### src/design/osc_startup_pkg.sv
// constants for the oscillator start-up and tuning block
package osc_startup_pkg;

  // ****************************************************************
  // bus and field widths
  // ****************************************************************
  localparam int ADDR_W = 4;
  localparam int DATA_W = 16;
  localparam int CFG_W  = 14;
  localparam int TRIM_W = 5;
  localparam int FOSC_W = 3;

  // ****************************************************************
  // register offsets
  // ****************************************************************
  localparam logic [ADDR_W-1:0] ADDR_OSC_CTRL = 4'h0;
  localparam logic [ADDR_W-1:0] ADDR_OSC_TRIM = 4'h1;
  localparam logic [ADDR_W-1:0] ADDR_PWR_CTRL = 4'h2;
  localparam logic [ADDR_W-1:0] ADDR_CFG_WORD = 4'h3;
  localparam logic [ADDR_W-1:0] ADDR_STATUS   = 4'h4;

  // ****************************************************************
  // field positions
  // ****************************************************************
  localparam int OSC_CTRL_MULT_BIT = 0;
  localparam int PWR_CTRL_BOR_BIT  = 0;
  localparam int CFG_BOR_LSB       = 9;
  localparam int CFG_CP_BIT        = 7;
  localparam int CFG_PWRTE_BIT     = 5;
  localparam int CFG_FOSC_LSB      = 0;
  localparam int ST_STABLE_BIT     = 0;
  localparam int ST_BUSY_BIT       = 1;
  localparam int ST_MULT_BIT       = 2;
  localparam int ST_BOR_BIT        = 3;
  localparam int ST_TRIM_LSB       = 4;

  // ****************************************************************
  // encodings
  // ****************************************************************
  localparam logic [FOSC_W-1:0] FOSC_LOW_POWER_XTAL  = 3'h0;
  localparam logic [FOSC_W-1:0] FOSC_MEDIUM_XTAL     = 3'h1;
  localparam logic [FOSC_W-1:0] FOSC_HIGH_SPEED_XTAL = 3'h2;
  localparam logic [1:0] BOR_ALWAYS   = 2'h3;
  localparam logic [1:0] BOR_RUN_ONLY = 2'h2;
  localparam logic [1:0] BOR_SOFT     = 2'h1;
  localparam logic [1:0] BOR_OFF      = 2'h0;

  // ****************************************************************
  // reset values
  // ****************************************************************
  localparam logic [TRIM_W-1:0] TRIM_RESET = 5'h00;
  localparam logic MULT_RUNTIME_RESET = 1'b0;
  localparam logic BOR_SOFT_RESET     = 1'b0;

  // ****************************************************************
  // timing
  // ****************************************************************
  localparam int STARTUP_OSC_COUNT = 1024;
  localparam int STARTUP_CNT_W     = 11;
  localparam logic [STARTUP_CNT_W-1:0] STARTUP_LAST =
    11'(STARTUP_OSC_COUNT - 1);
  localparam int CLK_PERIOD_NS = 20;
  localparam int TRIM_STEP_NS  = 1000;
  localparam int TRIM_STEP_CYC =
    (TRIM_STEP_NS + CLK_PERIOD_NS - 1) / CLK_PERIOD_NS;
  localparam int TRIM_DIV_W = 6;
  localparam logic [TRIM_DIV_W-1:0] TRIM_STEP_RELOAD =
    6'(TRIM_STEP_CYC - 1);

endpackage : osc_startup_pkg

### src/design/oscillator_startup_and_tuning.sv
// oscillator start-up gate, multiplier enable, trim and config decode
//
// Function
// - crystal modes count 1024 input oscillations
// - launch on power-on, after delay timer, wake
// - hold program counter while count runs
// - times-four multiplier takes external or internal
// - multiplier on when fuse bit is one
// - runtime bit enables multiplier unless fuse set
// - internal oscillator trimmed by software from calibration
// - trim drives both high and medium clocks
// - trim resets to zero, five-bit signed
// - 0Fh fastest, 10h slowest adjustment
// - frequency shifts gradually, no completion flag
// - slow internal oscillator never trimmed
// - brown-out field decode of four settings
// - field 01 uses software brown-out bit
// - turning code protection off erases program
`timescale 1ns/1ps
module oscillator_startup_and_tuning (
  input  wire logic                                 mclk,
  input  wire logic                                 reset,
  input  wire logic                                 crystalInPin,
  input  wire logic [osc_startup_pkg::CFG_W-1:0]    cfgWord,
  input  wire logic                                 multFuseBit,
  input  wire logic                                 powerupTimerDone,
  input  wire logic                                 wakeFromSleep,
  input  wire logic                                 sleepMode,
  input  wire logic [osc_startup_pkg::ADDR_W-1:0]   addr,
  input  wire logic [osc_startup_pkg::DATA_W-1:0]   wrData,
  input  wire logic                                 wrStrobe,
  input  wire logic                                 rdStrobe,
  output logic      [osc_startup_pkg::DATA_W-1:0]   rdData_q,
  output logic                                      execHold_q,
  output logic                                      clockStable_q,
  output logic                                      multEnable_q,
  output logic                                      multFromExternal_q,
  output logic      [osc_startup_pkg::TRIM_W-1:0]   trimHighClock_q,
  output logic      [osc_startup_pkg::TRIM_W-1:0]   trimMedClock_q,
  output logic                                      brownoutEnable_q,
  output logic                                      eraseProgram_q
);

  localparam int TW = osc_startup_pkg::TRIM_W;

  logic                                       xtalSync1_q;
  logic                                       xtalSync2_q;
  logic                                       xtalSync3_q;
  logic                                       porPend_q;
  logic                                       porPend_d;
  logic                                       multRuntime_q;
  logic                                       multRuntime_d;
  logic                                       borSoft_q;
  logic                                       borSoft_d;
  logic [TW-1:0]                              trimTarget_q;
  logic [TW-1:0]                              trimTarget_d;
  logic [TW-1:0]                              applied_q;
  logic [TW-1:0]                              applied_d;
  logic [osc_startup_pkg::TRIM_DIV_W-1:0]     stepCnt_q;
  logic [osc_startup_pkg::TRIM_DIV_W-1:0]     stepCnt_d;
  logic                                       cfgSeen_q;
  logic                                       cpPrev_q;
  logic [osc_startup_pkg::DATA_W-1:0]         rdData_d;
  logic                                       execHold_d;
  logic                                       clockStable_d;
  logic                                       multEnable_d;
  logic                                       multFromExternal_d;
  logic                                       brownoutEnable_d;
  logic                                       eraseProgram_d;
  logic [osc_startup_pkg::FOSC_W-1:0]         foscMode;
  logic [1:0]                                 borField;
  logic                                       xtalMode;
  logic                                       pwrtDisabled;
  logic                                       oscEdge;
  logic                                       launch;
  logic                                       cntBusy;
  logic                                       cntDone;
  logic                                       stepTick;
  logic                                       cpNow;

  // ****************************************************************
  // crystal pin synchroniser
  // ****************************************************************
  always_ff @(posedge mclk or posedge reset) begin
    if (reset) begin
      xtalSync1_q <= 1'b0;
      xtalSync2_q <= 1'b0;
      xtalSync3_q <= 1'b0;
    end else begin
      xtalSync1_q <= crystalInPin;
      xtalSync2_q <= xtalSync1_q;
      xtalSync3_q <= xtalSync2_q;
    end
  end

  assign oscEdge = xtalSync2_q && !xtalSync3_q;

  // ****************************************************************
  // configuration decode
  // ****************************************************************
  assign foscMode = cfgWord[osc_startup_pkg::CFG_FOSC_LSB +:
                            osc_startup_pkg::FOSC_W];
  assign borField = cfgWord[osc_startup_pkg::CFG_BOR_LSB +: 2];
  assign pwrtDisabled = cfgWord[osc_startup_pkg::CFG_PWRTE_BIT];
  assign cpNow = cfgWord[osc_startup_pkg::CFG_CP_BIT];
  assign xtalMode = (foscMode == osc_startup_pkg::FOSC_LOW_POWER_XTAL) ||
                    (foscMode == osc_startup_pkg::FOSC_MEDIUM_XTAL) ||
                    (foscMode == osc_startup_pkg::FOSC_HIGH_SPEED_XTAL);

  // power-on launch waits for the delay timer if it is enabled
  assign launch = (porPend_q && (pwrtDisabled || powerupTimerDone)) ||
                  (!porPend_q && wakeFromSleep);

  startup_counter u_startup_counter (
    .mclk     (mclk),
    .reset    (reset),
    .launch   (launch),
    .xtalMode (xtalMode),
    .oscEdge  (oscEdge),
    .busy     (cntBusy),
    .done     (cntDone)
  );

  assign stepTick = (stepCnt_q == '0);

  // ****************************************************************
  // next state
  // ****************************************************************
  always_comb begin
    porPend_d     = porPend_q && !launch;
    multRuntime_d = multRuntime_q;
    borSoft_d     = borSoft_q;
    trimTarget_d  = trimTarget_q;
    applied_d     = applied_q;
    stepCnt_d     = stepTick ? osc_startup_pkg::TRIM_STEP_RELOAD
                             : stepCnt_q - 6'h01;
    rdData_d      = '0;

    if (wrStrobe) begin
      case (addr)
        osc_startup_pkg::ADDR_OSC_CTRL: begin
          multRuntime_d = wrData[osc_startup_pkg::OSC_CTRL_MULT_BIT];
        end
        osc_startup_pkg::ADDR_OSC_TRIM: begin
          trimTarget_d = wrData[TW-1:0];
        end
        osc_startup_pkg::ADDR_PWR_CTRL: begin
          borSoft_d = wrData[osc_startup_pkg::PWR_CTRL_BOR_BIT];
        end
        default: begin
        end
      endcase
    end

    // walk one trim step per tick toward the target
    if (stepTick) begin
      if ($signed(applied_q) < $signed(trimTarget_q)) begin
        applied_d = applied_q + 5'h01;
      end else if ($signed(applied_q) > $signed(trimTarget_q)) begin
        applied_d = applied_q - 5'h01;
      end
    end

    if (rdStrobe) begin
      case (addr)
        osc_startup_pkg::ADDR_OSC_CTRL: begin
          rdData_d[osc_startup_pkg::OSC_CTRL_MULT_BIT] = multRuntime_q;
        end
        osc_startup_pkg::ADDR_OSC_TRIM: begin
          rdData_d[TW-1:0] = trimTarget_q;
        end
        osc_startup_pkg::ADDR_PWR_CTRL: begin
          rdData_d[osc_startup_pkg::PWR_CTRL_BOR_BIT] = borSoft_q;
        end
        osc_startup_pkg::ADDR_CFG_WORD: begin
          rdData_d[osc_startup_pkg::CFG_W-1:0] = cfgWord;
        end
        osc_startup_pkg::ADDR_STATUS: begin
          rdData_d[osc_startup_pkg::ST_STABLE_BIT] = clockStable_q;
          rdData_d[osc_startup_pkg::ST_BUSY_BIT]   = cntBusy;
          rdData_d[osc_startup_pkg::ST_MULT_BIT]   = multEnable_q;
          rdData_d[osc_startup_pkg::ST_BOR_BIT]    = brownoutEnable_q;
          rdData_d[osc_startup_pkg::ST_TRIM_LSB +: TW] = applied_q;
        end
        default: begin
          rdData_d = '0;
        end
      endcase
    end

    // execution stays frozen through power-up wait and the count
    execHold_d = porPend_d || launch || cntBusy;

    if (!xtalMode) begin
      clockStable_d = !porPend_q;
    end else if (launch) begin
      clockStable_d = 1'b0;
    end else if (cntDone) begin
      clockStable_d = 1'b1;
    end else begin
      clockStable_d = clockStable_q;
    end

    // fuse wins, runtime bit only matters while fuse is clear
    multEnable_d = multFuseBit ? 1'b1 : multRuntime_q;
    // external crystal feeds the multiplier, else internal source
    multFromExternal_d = xtalMode;

    case (borField)
      osc_startup_pkg::BOR_ALWAYS:   brownoutEnable_d = 1'b1;
      osc_startup_pkg::BOR_RUN_ONLY: brownoutEnable_d = !sleepMode;
      osc_startup_pkg::BOR_SOFT:     brownoutEnable_d = borSoft_q;
      osc_startup_pkg::BOR_OFF:      brownoutEnable_d = 1'b0;
      default:                       brownoutEnable_d = 1'b0;
    endcase

    // protection bit going from protected to open wipes program
    eraseProgram_d = cfgSeen_q && !cpPrev_q && cpNow;
  end

  // ****************************************************************
  // registers
  // ****************************************************************
  always_ff @(posedge mclk or posedge reset) begin
    if (reset) begin
      porPend_q          <= 1'b1;
      multRuntime_q      <= osc_startup_pkg::MULT_RUNTIME_RESET;
      borSoft_q          <= osc_startup_pkg::BOR_SOFT_RESET;
      trimTarget_q       <= osc_startup_pkg::TRIM_RESET;
      applied_q          <= osc_startup_pkg::TRIM_RESET;
      stepCnt_q          <= osc_startup_pkg::TRIM_STEP_RELOAD;
      cfgSeen_q          <= 1'b0;
      cpPrev_q           <= 1'b1;
      rdData_q           <= '0;
      execHold_q         <= 1'b1;
      clockStable_q      <= 1'b0;
      multEnable_q       <= 1'b0;
      multFromExternal_q <= 1'b0;
      trimHighClock_q    <= osc_startup_pkg::TRIM_RESET;
      trimMedClock_q     <= osc_startup_pkg::TRIM_RESET;
      brownoutEnable_q   <= 1'b0;
      eraseProgram_q     <= 1'b0;
    end else begin
      porPend_q          <= porPend_d;
      multRuntime_q      <= multRuntime_d;
      borSoft_q          <= borSoft_d;
      trimTarget_q       <= trimTarget_d;
      applied_q          <= applied_d;
      stepCnt_q          <= stepCnt_d;
      cfgSeen_q          <= 1'b1;
      cpPrev_q           <= cpNow;
      rdData_q           <= rdData_d;
      execHold_q         <= execHold_d;
      clockStable_q      <= clockStable_d;
      multEnable_q       <= multEnable_d;
      multFromExternal_q <= multFromExternal_d;
      // one trimmed base feeds both; slow oscillator has no trim port
      trimHighClock_q    <= applied_q;
      trimMedClock_q     <= applied_q;
      brownoutEnable_q   <= brownoutEnable_d;
      eraseProgram_q     <= eraseProgram_d;
    end
  end
endmodule : oscillator_startup_and_tuning

### src/design/startup_counter.sv
// crystal oscillation counter that gates execution after start-up
`timescale 1ns/1ps
module startup_counter (
  input  wire logic mclk,
  input  wire logic reset,
  input  wire logic launch,
  input  wire logic xtalMode,
  input  wire logic oscEdge,
  output logic      busy,
  output logic      done
);

  typedef enum logic {CNT_IDLE, CNT_RUN} cnt_state_t;

  cnt_state_t                                 state_q;
  cnt_state_t                                 state_d;
  logic [osc_startup_pkg::STARTUP_CNT_W-1:0]  cnt_q;
  logic [osc_startup_pkg::STARTUP_CNT_W-1:0]  cnt_d;
  logic                                       done_q;
  logic                                       done_d;

  // ****************************************************************
  // count
  // ****************************************************************
  always_comb begin
    state_d = state_q;
    cnt_d   = cnt_q;
    done_d  = 1'b0;
    if (launch) begin
      // any launch clears the count; only a launch in a crystal mode restarts it
      cnt_d   = '0;
      state_d = xtalMode ? CNT_RUN : CNT_IDLE;
    end else begin
      case (state_q)
        CNT_RUN: begin
          if (!xtalMode) begin
            state_d = CNT_IDLE;
          end else if (oscEdge) begin
            if (cnt_q == osc_startup_pkg::STARTUP_LAST) begin
              state_d = CNT_IDLE;
              done_d  = 1'b1;
            end else begin
              cnt_d = cnt_q + 11'h001;
            end
          end
        end
        CNT_IDLE: begin
          state_d = CNT_IDLE;
        end
        default: begin
          state_d = CNT_IDLE;
        end
      endcase
    end
  end

  always_ff @(posedge mclk or posedge reset) begin
    if (reset) begin
      state_q <= CNT_IDLE;
      cnt_q   <= '0;
      done_q  <= 1'b0;
    end else begin
      state_q <= state_d;
      cnt_q   <= cnt_d;
      done_q  <= done_d;
    end
  end

  assign busy = (state_q == CNT_RUN);
  assign done = done_q;

  // ****************************************************************
  // checks
  // ****************************************************************
  logic [11:0] edgeSeen_q;

  always_ff @(posedge mclk or posedge reset) begin
    if (reset) begin
      edgeSeen_q <= '0;
    end else if (launch) begin
      edgeSeen_q <= '0;
    end else if (busy && oscEdge && xtalMode) begin
      edgeSeen_q <= edgeSeen_q + 12'h001;
    end
  end
endmodule : startup_counter
### config.mk
export PLATFORM = sky130hd
export DESIGN_NAME = oscillator_startup_and_tuning
export DESIGN_NICKNAME = d
export VERILOG_FILES = /design/src/design/osc_startup_pkg.sv /design/src/design/oscillator_startup_and_tuning.sv /design/src/design/startup_counter.sv
export SDC_FILE = /design/constraint.sdc
export NUM_CORES = 1
export LEC_CHECK = 0
export BUFFER_PORTS_ARGS = -buffer_cell sky130_fd_sc_hd__buf_2
export CORE_MARGIN = 1.5
export CORE_UTILIZATION = 40
export DETAILED_ROUTE_END_ITERATION = 10
export PLACE_DENSITY = 0.66
export SYNTH_ARGS = -nofsm -noshare
export SYNTH_HDL_FRONTEND = slang
export SYNTH_SLANG_ARGS = --single-unit
export TNS_END_PERCENT = 5
### constraint.sdc
create_clock -name mclk -period 2.2 [get_ports mclk]
set_input_delay 0.33 -clock mclk [delete_from_list [all_inputs] [get_ports mclk]]
set_output_delay 0.33 -clock mclk [all_outputs]
set_load 0.05 [all_outputs]
==> impl_metrics.toml <==
[outcome]
outcome = "finished with violations"
failing_checks = "setup timing"

[setup_path]
r2r-start = "trimTarget_q[3]"
reg2reg_end = "applied_q[4]"
cp_arrival_ns = 2.48
timing.critical_path.fanout_max = 4
worst_ep_required_time_ns = 2.46
rrSetupSlack_ns = -0.02
ff2ff_path_depth = 11
timing.critical_path.from_type = "flip-flop"
cp-end-kind = "flip-flop"
worstSetupPathType = "flip-flop to flip-flop"

[yosys]
async_set_or_reset_register_ratio_after_synthesis_pct = 100.0
yosys-mux-area-fraction_pct = 3.979
post_synth_inst_count = 255
synth_top_family_by_area = "simple AND/OR/NAND/NOR gates"
fraction_of_the_mapped_netlist_area_in_compound_gates_pct = 8.576
ys_types = 44
synth.area.top_cells = "dfrtp_1 50%, dfstp_2 5.6%, ha_1 4.0%, mux2_2 4.0%, xnor2_1 3.1%"
post-synth-top-area-fraction_pct = 49.51
synth_enable_flop_cells = 0
post_synth_xor_area_fraction_pct = 4.951
synth_register_bits = 62
yosys.area_share.adder_pct = 3.979
synthesis.area_per_instance_um2 = 11.10
synth-warning-count = 0
synthesis.area_mm2 = 0.002830
postSynth.topFlopCell = "dfrtp_1"
post-synth-top-area-cell = "dfrtp_1"
post_synthesis_simple_gate_area_fraction_pct = 19.32
synth-seq-area-share_pct = 55.08

[clock_network]
cts.clk_slew.worst_paths_ns = 0.07
hold_buffers = 0
cts_made_buffers = 9
worst_skew_pair.late_latency_ns = 0.34
tritoncts = "built"
buffer_depth_of_the_longest_clock_path = 2
ctsRootBufferMaster = "clkbuf_8"
ctsHtreeMaxLevel = 3
numClockSinks = 62

[global_routing]
grt_start_max_net_pins = 40
number_of_global_route_vias_before_repair = 1983
wire_length_of_the_first_global_routing_pass_um = 9459
gr-usage-all-layers_pct = 16.70
initial_antenna_violation_count = 0
gr-total-overflow = 0

[pwr]
switching_share_pct = 26.18
intPower_mw = 2.154
power.clock.fraction_pct = 40.8
static-leakage-power_nw = 1.766
p_switching_mw = 0.7640
power_per_cell_area_mw_per_mm2 = 810.2
pwr-share-seq_pct = 42.4
ir_drop_mv = 0.3497
comb_power_share_pct = 16.9

[finish]
finish.instance_area_mm2 = 0.003602
final_layout_size_suffix_gt1_share_pct = 38.10
most_common_library_cell_in_the_layout_ignoring_fill_and_taps = "buf_2"
flow.area_growth_from_synthesis_pct = 27.28
n_diodes = 0
mostFrequentLayoutCells = "61 x buf_2, 56 x dfrtp_1, 19 x nor2_1, 15 x nand2_1, 14 x buf_4"
final_core_util_pct = 52.73
final_net_count = 383

[die]
ios = 75
floorplan.die_area_mm2 = 0.007589
rows = 30
core-area_mm2 = 0.006832
start_util_pct = 41.43
die_h_um = 87.12
die_x_um = 87.12

[timing]
timing.setup.tns_ns = -0.01589
timing.slew.headroom_pct = 59.87
fmaxAchievable_ghz = 0.4513
period_needed_ns = 2.216
rsz_0062_raised_after_global_routing = "true"
number_of_endpoints_with_negative_hold_slack_in_the_final_report = 0
tightestPinTransition_ns = 0.6004
setup_slack_ns = -0.01589
skew_ns = 0.008350
fin_crit_sh_pct = 100.7
slew_viols_final = 0
setup_viol = 1
hold_slack_ns = 0.02006

[place]
hpwlAfterDp_um = 4350
placement.cell_area_mm2 = 0.003291
gp_routability_congestion = 0.8379
numPortBuffers = 61

[routing]
num_vias = 2089
drc_errors = 0
drt_pre_antenna_iters = 4
routed_via_density = 4.836
wl_per_cell_um = 13.70
drt-initial-drc-count = 76
antenna_violating_nets_post_route = 0
wirelength_um = 5917

[worst_hold_path]
path_type_of_the_worst_min_delay_path = "input port to async pin"

[run]
timing.max_cap.violations = 0
[routing by layer]
metal | GRT usage (%) | vias to the layer above | wire [um]
met3 | 4.076 | 7 | 320
met5 | 0 | - | 0
met1 | 22.37 | 987 | 2786
met2 | 25.37 | 58 | 2703
li1 | - | 1037 | -
met4 | 8.225 | 0 | 107
[critical path: stages (launching register included)]
cell,delay [ns]
dfrtp_1,0.40
inv_2,0.09
ha_4,0.20
and4b_1,0.21
o21a_1,0.20
nor2_2,0.10
xnor2_1,0.07
ha_2,0.19
nor4_1,0.16
o21ai_0,0.17
a21oi_2,0.20
xor2_1,0.15
[worst max-delay path by stage]
stage                    startpoint      endpoint  slack [ns]  depth (start not counted)
finish              trimTarget_q[3]  applied_q[4]       -0.02                         11
global route        trimTarget_q[3]  applied_q[4]       -0.14                         11
global placement    trimTarget_q[3]  applied_q[4]      -0.003                         11
detailed placement  trimTarget_q[3]  applied_q[4]       -0.04                         11
floorplan              applied_q[3]  applied_q[4]        0.06                         10
CTS                 trimTarget_q[1]  applied_q[4]       0.003                         11
[cell families (layout without fill, tap and decap cells)]
| group | count (synthesis) | after routing |
|---|---|---|
| and+or+nand+nor | 96 | 96 |
| DFF | 62 | 62 |
| AOI/OAI and AO/OA | 38 | 38 |
| buffers and inverters | 22 | 102 |
| xor gates and xnor gates | 16 | 16 |
| muxes | 10 | 10 |
| adders and majority gates | 9 | 9 |
| other | 2 | 3 |
[cells in the mapped netlist, drive strengths merged, types with 5 or more instances]
library cell   n
a21oi          8
and2           7
and3           5
buf            7
clkbuf         5
dfrtp         56
dfstp          6
ha             9
inv           10
mux2          10
nand2         15
nand3         12
nor2          20
nor2b          7
nor3           8
o21ai         13
xnor2         10
xor2           6
[layout make-up]
type                    count  area [um^2]
fillers                   616         3229
clock buffers               9        123.9
flip-flops and latches     62         1559
well taps                  96        120.1
clock inverters             7        112.6
multi-input cells         172         1219
inverters                  10        37.54
repair buffers             76        430.4
[stage by stage]
stage / setup slack [ns] / instances / power [mW]
finish: -0.01589 / 432 / 2.918
global route: -0.1359 / 432 / 3.036
CTS: 0.003001 / 430 / 2.909
detailed placement: -0.03620 / 413 / 1.700
global placement: -0.002959 / 413 / 1.688
floorplan: 0.05603 / 256 / 1.549
[flip-flops by register name, indices dropped and copies added, names as in the netlist, 5 cells and up]
name / flops
applied_q: 5
rdData_q: 14
stepCnt_q: 6
trimMedClock_q: 5
trimTarget_q: 5
u_startup_counter.cnt_q: 11
[power by group through the flow]
stage	registers (mW)	logic, mW	clock network, mW
floorplan	1.31	0.235	0
global placement	1.25	0.436	0
detailed placement	1.25	0.445	0
CTS	1.23	0.464	1.21
global route	1.24	0.534	1.26
finish	1.24	0.492	1.19
[what timing repair did]
action	CTS	global route
cloned	0	0
endpoints found under the setup margin	1	2
pin swaps	7	12
setup buffers	1	2
hold endpoints to repair	0	0
resized for setup	5	7
No activity file was read; power rests on OpenSTA's default activity.
